--- src/include/timer_defs.svh ---
/*
 * Offsets, field positions, reset values and widths of the dual timer
 * mode control block. Assumes inclusion by bare name from the include path.
 */
`ifndef TIMER_DEFS_SVH
`define TIMER_DEFS_SVH

`define TIMER_W 8
`define DATA_W 32
`define ADDR_W 12

`define MODE_IDX 8'hF1
`define ONE_IDX 8'hF2
`define ZERO_START_IDX 8'hF3
`define ZERO_COUNT_IDX 8'hF4

`define OUT_MODE_HI 7
`define OUT_MODE_LO 6
`define IN_MODE_HI 5
`define IN_MODE_LO 4
`define COUNT_ONE_BIT 3
`define LOAD_ONE_BIT 2
`define COUNT_ZERO_BIT 1
`define LOAD_ZERO_BIT 0

`define MODE_RESET 8'h00
`define START_RESET 8'h00

`define RESP_OKAY 2'h0
`define RESP_DECERR 2'h3

`endif

--- src/include/timer_pkg.sv ---
/*
 * Types shared by the dual timer mode control block.
 * Assumes timer_defs.svh is on the include path.
 */
`include "timer_defs.svh"

package timer_pkg;

   typedef enum logic [1:0] {
      OUT_OFF = 2'h0,
      OUT_ZERO = 2'h1,
      OUT_ONE = 2'h2,
      OUT_CLOCK = 2'h3
   } out_mode_t;

   typedef enum logic [1:0] {
      IN_CLOCK = 2'h0,
      IN_GATE = 2'h1,
      IN_TRIG_ONCE = 2'h2,
      IN_TRIG_AGAIN = 2'h3
   } in_mode_t;

   typedef enum logic [1:0] {
      WR_IDLE = 2'h1,
      WR_RESP = 2'h2
   } wr_state_t;

   typedef struct packed {
      out_mode_t out_mode;
      in_mode_t in_mode;
      logic count_one;
      logic count_zero;
   } mode_fields_t;

   typedef struct packed {
      mode_fields_t mode;
      logic load_one;
      logic load_zero;
      logic [`TIMER_W-1:0] start_one;
      logic [`TIMER_W-1:0] start_zero;
      logic pin_meta;
      logic pin_sync;
      logic pin_prev;
      logic run_one;
      logic clk_div;
      logic pin_out;
      wr_state_t wr;
      logic aw_have;
      logic w_have;
      logic [`ADDR_W-3:0] aw_idx;
      logic [`TIMER_W-1:0] w_data;
      logic w_lane0;
      logic awready;
      logic wready;
      logic bvalid;
      logic [1:0] bresp;
      logic arready;
      logic rvalid;
      logic [`DATA_W-1:0] rdata;
      logic [1:0] rresp;
   } ctrl_state_t;

endpackage

--- src/verilog/dual_timer_mode_control.sv ---
/*
 * Mode control for two 8-bit timers behind an AXI4-Lite slave, with the
 * timer input pin synchronised and the timer output pin registered.
 * Assumes one clock, a synchronous reset and an asynchronous input pin.
 */
`default_nettype none
`include "timer_defs.svh"

// Notes on behaviour
// - Bits 7:6 route the timer output pin.
// - Bits 5:4 choose the input pin role.
// - Bit 3 enables counting of timer one.
// - Writing one to bit 2 loads timer one.
// - Bit 1 enables counting of timer zero.
// - Writing one to bit 0 loads timer zero.
// - Timer one register: writes set the start value, reads return the count.
module dual_timer_mode_control
   import timer_pkg::*;
(
   input wire logic clk_in,
   input wire logic reset_in,
   input wire logic timer_input_pin_in,
   output logic timer_output_pin_out,
   input wire logic s_axi_awvalid_in,
   output logic s_axi_awready_out,
   input wire logic [`ADDR_W-1:0] s_axi_awaddr_in,
   input wire logic s_axi_wvalid_in,
   output logic s_axi_wready_out,
   input wire logic [`DATA_W-1:0] s_axi_wdata_in,
   input wire logic [3:0] s_axi_wstrb_in,
   output logic s_axi_bvalid_out,
   input wire logic s_axi_bready_in,
   output logic [1:0] s_axi_bresp_out,
   input wire logic s_axi_arvalid_in,
   output logic s_axi_arready_out,
   input wire logic [`ADDR_W-1:0] s_axi_araddr_in,
   output logic s_axi_rvalid_out,
   input wire logic s_axi_rready_in,
   output logic [`DATA_W-1:0] s_axi_rdata_out,
   output logic [1:0] s_axi_rresp_out
);

   ctrl_state_t st_q;
   ctrl_state_t st_d;

   logic pin_rise;
   logic retrig;
   logic tick_one;
   logic tick_zero;
   logic load_one_any;
   logic [`TIMER_W-1:0] count_one;
   logic [`TIMER_W-1:0] count_zero;
   logic toggle_one;
   logic toggle_zero;
   logic last_one;
   logic last_zero;

   // ----------------------------------------------------------------------
   // Helpers
   // ----------------------------------------------------------------------

   function automatic logic hit(input logic [`ADDR_W-3:0] idx,
                                input logic [7:0] reg_idx);
      hit = idx == (`ADDR_W-2)'(reg_idx);
   endfunction

   function automatic logic one_source(input in_mode_t m,
                                       input logic rise,
                                       input logic level,
                                       input logic run);
      case (m)
         IN_CLOCK: begin
            one_source = rise;
         end
         IN_GATE: begin
            one_source = level;
         end
         default: begin
            one_source = run;
         end
      endcase
   endfunction

   // ----------------------------------------------------------------------
   // Timer sources
   // ----------------------------------------------------------------------

   assign pin_rise = st_q.pin_sync & ~st_q.pin_prev;
   assign retrig = st_q.mode.count_one && pin_rise &&
                   (st_q.mode.in_mode == IN_TRIG_AGAIN);
   assign tick_one = st_q.mode.count_one && one_source(st_q.mode.in_mode,
                     pin_rise, st_q.pin_sync, st_q.run_one);
   assign tick_zero = st_q.mode.count_zero;
   assign load_one_any = st_q.load_one | retrig;

   timer_counter_unit #(
      .WIDTH(`TIMER_W)
   ) u_one (
      .clk_in(clk_in),
      .reset_in(reset_in),
      .load_in(load_one_any),
      .tick_in(tick_one),
      .start_in(st_q.start_one),
      .count_out(count_one),
      .toggle_out(toggle_one),
      .last_out(last_one)
   );

   timer_counter_unit #(
      .WIDTH(`TIMER_W)
   ) u_zero (
      .clk_in(clk_in),
      .reset_in(reset_in),
      .load_in(st_q.load_zero),
      .tick_in(tick_zero),
      .start_in(st_q.start_zero),
      .count_out(count_zero),
      .toggle_out(toggle_zero),
      .last_out(last_zero)
   );

   // ----------------------------------------------------------------------
   // Next state
   // ----------------------------------------------------------------------

   always_comb begin
      logic [`DATA_W-1:0] rd;
      logic mapped;
      rd = '0;
      mapped = 1'b0;
      st_d = st_q;
      st_d.load_one = 1'b0;
      st_d.load_zero = 1'b0;
      st_d.pin_meta = timer_input_pin_in;
      st_d.pin_sync = st_q.pin_meta;
      st_d.pin_prev = st_q.pin_sync;
      st_d.clk_div = ~st_q.clk_div;

      // A trigger counts one span; only the retriggerable mode restarts it.
      if (!st_q.mode.count_one || !st_q.mode.in_mode[1]) begin
         st_d.run_one = 1'b0;
      end else begin
         if (tick_one && last_one) begin
            st_d.run_one = 1'b0;
         end
         if (pin_rise && (st_q.mode.in_mode[0] || !st_q.run_one)) begin
            st_d.run_one = 1'b1;
         end
      end

      case (st_q.mode.out_mode)
         OUT_OFF: begin
            st_d.pin_out = 1'b0;
         end
         OUT_ZERO: begin
            st_d.pin_out = toggle_zero;
         end
         OUT_ONE: begin
            st_d.pin_out = toggle_one;
         end
         OUT_CLOCK: begin
            st_d.pin_out = st_q.clk_div;
         end
         default: begin
            st_d.pin_out = 1'b0;
         end
      endcase

      if (s_axi_awvalid_in && st_q.awready) begin
         st_d.aw_have = 1'b1;
         st_d.aw_idx = s_axi_awaddr_in[`ADDR_W-1:2];
      end
      if (s_axi_wvalid_in && st_q.wready) begin
         st_d.w_have = 1'b1;
         st_d.w_data = s_axi_wdata_in[`TIMER_W-1:0];
         st_d.w_lane0 = s_axi_wstrb_in[0];
      end

      case (st_q.wr)
         WR_IDLE: begin
            if (st_q.aw_have && st_q.w_have) begin
               st_d.wr = WR_RESP;
               st_d.aw_have = 1'b0;
               st_d.w_have = 1'b0;
               st_d.bresp = `RESP_OKAY;
               if (hit(st_q.aw_idx, `MODE_IDX)) begin
                  if (st_q.w_lane0) begin
                     st_d.mode.out_mode = out_mode_t'(
                        st_q.w_data[`OUT_MODE_HI:`OUT_MODE_LO]);
                     st_d.mode.in_mode = in_mode_t'(
                        st_q.w_data[`IN_MODE_HI:`IN_MODE_LO]);
                     st_d.mode.count_one =
                        st_q.w_data[`COUNT_ONE_BIT];
                     st_d.load_one = st_q.w_data[`LOAD_ONE_BIT];
                     st_d.mode.count_zero =
                        st_q.w_data[`COUNT_ZERO_BIT];
                     st_d.load_zero = st_q.w_data[`LOAD_ZERO_BIT];
                  end
               end else if (hit(st_q.aw_idx, `ONE_IDX)) begin
                  if (st_q.w_lane0) begin
                     st_d.start_one = st_q.w_data;
                  end
               end else if (hit(st_q.aw_idx, `ZERO_START_IDX)) begin
                  if (st_q.w_lane0) begin
                     st_d.start_zero = st_q.w_data;
                  end
               end else if (!hit(st_q.aw_idx, `ZERO_COUNT_IDX)) begin
                  st_d.bresp = `RESP_DECERR;
               end
            end
         end
         WR_RESP: begin
            if (s_axi_bready_in) begin
               st_d.wr = WR_IDLE;
            end
         end
         default: begin
            st_d.wr = WR_IDLE;
         end
      endcase
      st_d.awready = (st_d.wr == WR_IDLE) && !st_d.aw_have;
      st_d.wready = (st_d.wr == WR_IDLE) && !st_d.w_have;
      st_d.bvalid = st_d.wr == WR_RESP;

      // Load bits always read as zero; their effect is the one-cycle pulse.
      if (hit(s_axi_araddr_in[`ADDR_W-1:2], `MODE_IDX)) begin
         rd[7:0] = {st_q.mode.out_mode, st_q.mode.in_mode,
                    st_q.mode.count_one, 1'b0, st_q.mode.count_zero, 1'b0};
         mapped = 1'b1;
      end else if (hit(s_axi_araddr_in[`ADDR_W-1:2], `ONE_IDX)) begin
         rd[7:0] = count_one;
         mapped = 1'b1;
      end else if (hit(s_axi_araddr_in[`ADDR_W-1:2], `ZERO_START_IDX)) begin
         rd[7:0] = st_q.start_zero;
         mapped = 1'b1;
      end else if (hit(s_axi_araddr_in[`ADDR_W-1:2], `ZERO_COUNT_IDX)) begin
         rd[7:0] = count_zero;
         mapped = 1'b1;
      end
      if (s_axi_arvalid_in && st_q.arready) begin
         st_d.rvalid = 1'b1;
         st_d.rdata = rd;
         st_d.rresp = mapped ? `RESP_OKAY : `RESP_DECERR;
      end else if (st_q.rvalid && s_axi_rready_in) begin
         st_d.rvalid = 1'b0;
      end
      st_d.arready = !st_d.rvalid;
   end

   always_ff @(posedge clk_in) begin
      if (reset_in) begin
         st_q <= '0;
         st_q.wr <= WR_IDLE;
      end else begin
         st_q <= st_d;
      end
   end

   // ----------------------------------------------------------------------
   // Outputs
   // ----------------------------------------------------------------------

   assign timer_output_pin_out = st_q.pin_out;
   assign s_axi_awready_out = st_q.awready;
   assign s_axi_wready_out = st_q.wready;
   assign s_axi_bvalid_out = st_q.bvalid;
   assign s_axi_bresp_out = st_q.bresp;
   assign s_axi_arready_out = st_q.arready;
   assign s_axi_rvalid_out = st_q.rvalid;
   assign s_axi_rdata_out = st_q.rdata;
   assign s_axi_rresp_out = st_q.rresp;
endmodule

`default_nettype wire

--- src/verilog/timer_counter_unit.sv ---
/*
 * One down-counting timer with start value, load and tick.
 * Assumes tick and load come from logic on the same clock.
 */
`default_nettype none

module timer_counter_unit #(
   parameter int WIDTH = 8
) (
   input wire logic clk_in,
   input wire logic reset_in,
   input wire logic load_in,
   input wire logic tick_in,
   input wire logic [WIDTH-1:0] start_in,
   output logic [WIDTH-1:0] count_out,
   output logic toggle_out,
   output logic last_out
);

   typedef struct packed {
      logic [WIDTH-1:0] count;
      logic toggle;
   } unit_state_t;

   unit_state_t st_q;
   unit_state_t st_d;

   assign count_out = st_q.count;
   assign toggle_out = st_q.toggle;
   assign last_out = (st_q.count == '0) || (st_q.count == WIDTH'(1));

   // A load beats a tick in the same cycle, so a fresh start is never skewed.
   always_comb begin
      st_d = st_q;
      if (load_in) begin
         st_d.count = start_in;
      end else if (tick_in) begin
         if (last_out) begin
            st_d.count = start_in;
            st_d.toggle = ~st_q.toggle;
         end else begin
            st_d.count = WIDTH'(st_q.count - WIDTH'(1));
         end
      end
   end

   always_ff @(posedge clk_in) begin
      if (reset_in) begin
         st_q <= '0;
      end else begin
         st_q <= st_d;
      end
   end

endmodule

`default_nettype wire

--- config.mk ---
export PLATFORM = sky130hd
export DESIGN_NAME = dual_timer_mode_control
export DESIGN_NICKNAME = d
export VERILOG_FILES = /design/src/include/timer_pkg.sv /design/src/verilog/dual_timer_mode_control.sv /design/src/verilog/timer_counter_unit.sv
export VERILOG_INCLUDE_DIRS = /design/src /design/src/include
export SDC_FILE = /design/constraint.sdc
export NUM_CORES = 1
export LEC_CHECK = 0
export BUFFER_PORTS_ARGS = -buffer_cell sky130_fd_sc_hd__clkbuf_2
export CAP_MARGIN = 20
export CELL_PAD_IN_SITES_DETAIL_PLACEMENT = 1
export CELL_PAD_IN_SITES_GLOBAL_PLACEMENT = 2
export CORE_MARGIN = 1
export CORE_UTILIZATION = 33
export DETAILED_ROUTE_END_ITERATION = 6
export GPL_TIMING_DRIVEN = 0
export PLACE_DENSITY_LB_ADDON = 0.1
export RECOVER_POWER = 50
export SLEW_MARGIN = 40
export SYNTH_ARGS = -nofsm -noshare
export SYNTH_HDL_FRONTEND = slang
export SYNTH_SLANG_ARGS = --single-unit
--- constraint.sdc ---
create_clock -name clk_in -period 6.3 [get_ports clk_in]
set_clock_uncertainty 0.15 [all_clocks]
set_input_delay 1.26 -clock clk_in [delete_from_list [all_inputs] [get_ports clk_in]]
set_output_delay 1.26 -clock clk_in [all_outputs]
set_load 0.01 [all_outputs]
==> run_results.csv <==
group,metric,value,unit
final_layout,nets,679,
synthesis,synth_area_per_cell,8.36,sq um
synthesis,syn-instance-count,518,
placed_design,place_area,4890,sq um
sta,max-slew-margin-rel,46.2,%
global_routing,antenna_found_initial,0,
synthesis,ys_warn_count,0,
route,final_antenna_net_count,0,
global_routing,grt_use_met3,3.48,%
route,vias_per_cell,5.07,
synthesis,synth_ff_type,"dfxtp_1",
critical_path,crit_required,6.42,ns
die,die_area,13600,sq um
clocking,cts_hold_buffers,0,
sta,period_minus_slack,3.22,ns
placed_design,gp_congestion,0.849,
die,initial_core_util,34.0,%
power,combPwrFrac,12.6,%
power,seqPwrFrac,44.6,%
power,p_sw,0.000353,W
sta,setup_violations,0,
global_routing,grt_pass1_wl,19900,um
sta,post-route-period-util,51.1,%
power,sw_frac_of_total,26.2,%
die,ios,110,
clocking,cts_setup_buffers,0,
sta,setup_tns,0,ns
power,powerDensity,260,nW/um^2
global_routing,grt_pass1_vias,3725,
die,std_cell_rows,41,
final_layout,stdcell_area,5180,sq um
clocking,clock-sinks,86,
critical_path,crit_arrival,3.34,ns
critical_path,crit_type,"primary input to flop",
power,p_clk_share,42.9,%
route,route.detailed.drc,0,
route,first_iter_violations,164,
critical_path,start_kind,"primary input",
route,vias,3959,
die,die_h,117,um
clocking,cts_buffers,9,
clocking,clk_latency,0.34,ns
global_routing,grt_max_degree,15,
critical_path,reg2reg_depth,5,
global_routing,overflow,0,
global_routing,grt.busiest_layer,"met2",
synthesis,synth_area,4330,sq um
sta,fmax,0.310,GHz
final_layout,syn2layout_area_growth,19.6,%
clocking,cts-root-buf,"clkbuf_16",
sta,rsz0062_at_grt,"false",
global_routing,grt_util_met1,26.2,%
sta,worstMarginPinSlew,0.805,ns
clocking,postCtsResizedCells,0,
global_routing,use_met2,31.5,%
clocking,clkTransAtPathRegs,0.06,ns
die,core_area,12700,sq um
clocking,tritoncts,"built",
sta,hold_viol_final,0,
route,routedWlPerCell,16.5,um
clocking,clockBufferDepth,2,
global_routing,groute.usage.overall,19.7,%
route,wl,12900,um
synthesis,synth_seq_cells,86,
route,firstDrtPassIters,4,
final_layout,n_antenna_cell,0,
synthesis,async_flop_share,0,%
die,die_w,117,um
critical_path,crit_fanout,9,
power,cell_internal_pwr,0.000993,W
power,leakage,2.15,nW
placed_design,dp_hpwl,9710,um
hold_path,hold_path.class,"flop to flop",
outcome,status,"finished, final reports clean",
placed_design,io_buffer_count,52,
synthesis,yosysSeqAreaShare,39.7,%
hold_path,hold_depth,1,
power,peakVddDrop,0.000144,V
synthesis,synth_edf_count,0,
sta,drv_slew,0,
job,cap_violations,0,
clocking,htreeDepth,3,
final_layout,drive_gt1_share,17.1,%
critical_path,endpoint_kind,"flop",
synthesis,synth.distinct_cells,59,
## placed cells by master (no fill, tap or decap), types with 9 or more instances in the layout
| cell type | netlist | final |
|---|---|---|
| nand2_1 | 58 | 58 |
| a21oi_1 | 36 | 36 |
| o21ai_0 | 15 | 15 |
| clkbuf_16 | 0 | 9 |
| nor3_1 | 12 | 11 |
| nor2_1 | 58 | 58 |
| nand2b_1 | 10 | 10 |
| a22oi_1 | 10 | 10 |
| mux2i_1 | 23 | 23 |
| buf_4 | 37 | 36 |
| conb_1 | 1 | 24 |
| nor2b_1 | 11 | 11 |
| clkbuf_1 | 20 | 35 |
| nand3_1 | 9 | 9 |
| clkbuf_2 | 1 | 41 |
| dfxtp_1 | 86 | 86 |
| inv_1 | 12 | 12 |
## final timing paths
check	start	to	slack [ns]
worst max-delay path	s_axi_arvalid_in	s_axi_rdata_out[4]	3.08
worst min-delay path	st_q[65]	st_q[65]	0.27
worst max register to register	s_axi_arready_out	s_axi_rdata_out[4]	3.73
worst min register to register	st_q[65]	st_q[65]	0.27
## area by class of cell
type | instances | area [sq um]
flip-flops and latches | 86 | 1720
inverters | 12 | 45.0
clock buffers | 11 | 233
well taps | 172 | 215
repair buffers | 52 | 245
clock inverters | 5 | 82.6
plain buffers | 60 | 377
multi-input cells | 383 | 2260
fillers | 1576 | 7540
## critical path: stages
cell,delay (ns)
clkbuf_2,0.10
nand2_2,0.15
nor4_1,0.72
nor3b_1,0.74
a22oi_1,0.17
o2bb2ai_1,0.20
## power groups by stage
stage,clock network (W),logic [W],registers (W)
finish,0.000577,0.000169,0.000600
global placement,0,0.000168,0.000611
global route,0.000612,0.000191,0.000604
floorplan,0,0.000117,0.000607
detailed placement,0,0.000172,0.000613
CTS,0.000591,0.000174,0.000600
## metal layers
metal / up-vias / part of all wire, %
met5: - / 0
met4: 0 / 1.2
met3: 10 / 4.0
met2: 89 / 46
met1: 1913 / 49
li1: 1947 / -
## cell families after synthesis
family	count (synthesis)	share of synthesized area, %
adder cells (fa/ha/maj)	7	2.02
buffers and inverters	72	9.82
AND/OR/NAND/NOR	202	23.1
XOR/XNOR	3	0.607
AO/OA/AOI/OAI	120	18.3
other	1	0.0866
flip-flops	86	39.7
multiplexers	27	6.35
## synthesized netlist by cell type, types with 11 or more instances
cell type,count,share of area (%)
inv_1,12,1.0
buf_4,37,6.4
nor2_1,58,5.0
o21ai_0,15,1.7
nor2b_1,11,1.6
nor3_1,12,1.4
clkbuf_1,20,1.7
mux2i_1,23,5.3
a21oi_1,36,4.2
dfxtp_1,86,40
nand2_1,58,5.0
## sequential cells by signal, summed over array words and instances (netlist names), 2 cells and up
name,cells
s_axi_rdata_out,8
u_one.count_out,8
u_zero.count_out,8
st_q,49
st_d,2
## through the flow
stage	util, %	std cells	power, W	setup slack [ns]	hold slack, ns
detailed placement	38.5	765	0.000785	2.75	0.254
finish	40.7	781	0.00135	3.08	0.266
global route	40.7	781	0.00141	3.02	0.275
floorplan	-	541	0.000724	3.52	0.237
global placement	38.5	765	0.000779	2.93	0.244
CTS	40.9	781	0.00136	3.13	0.263
Note: power is estimated with default switching activity, not from simulation.
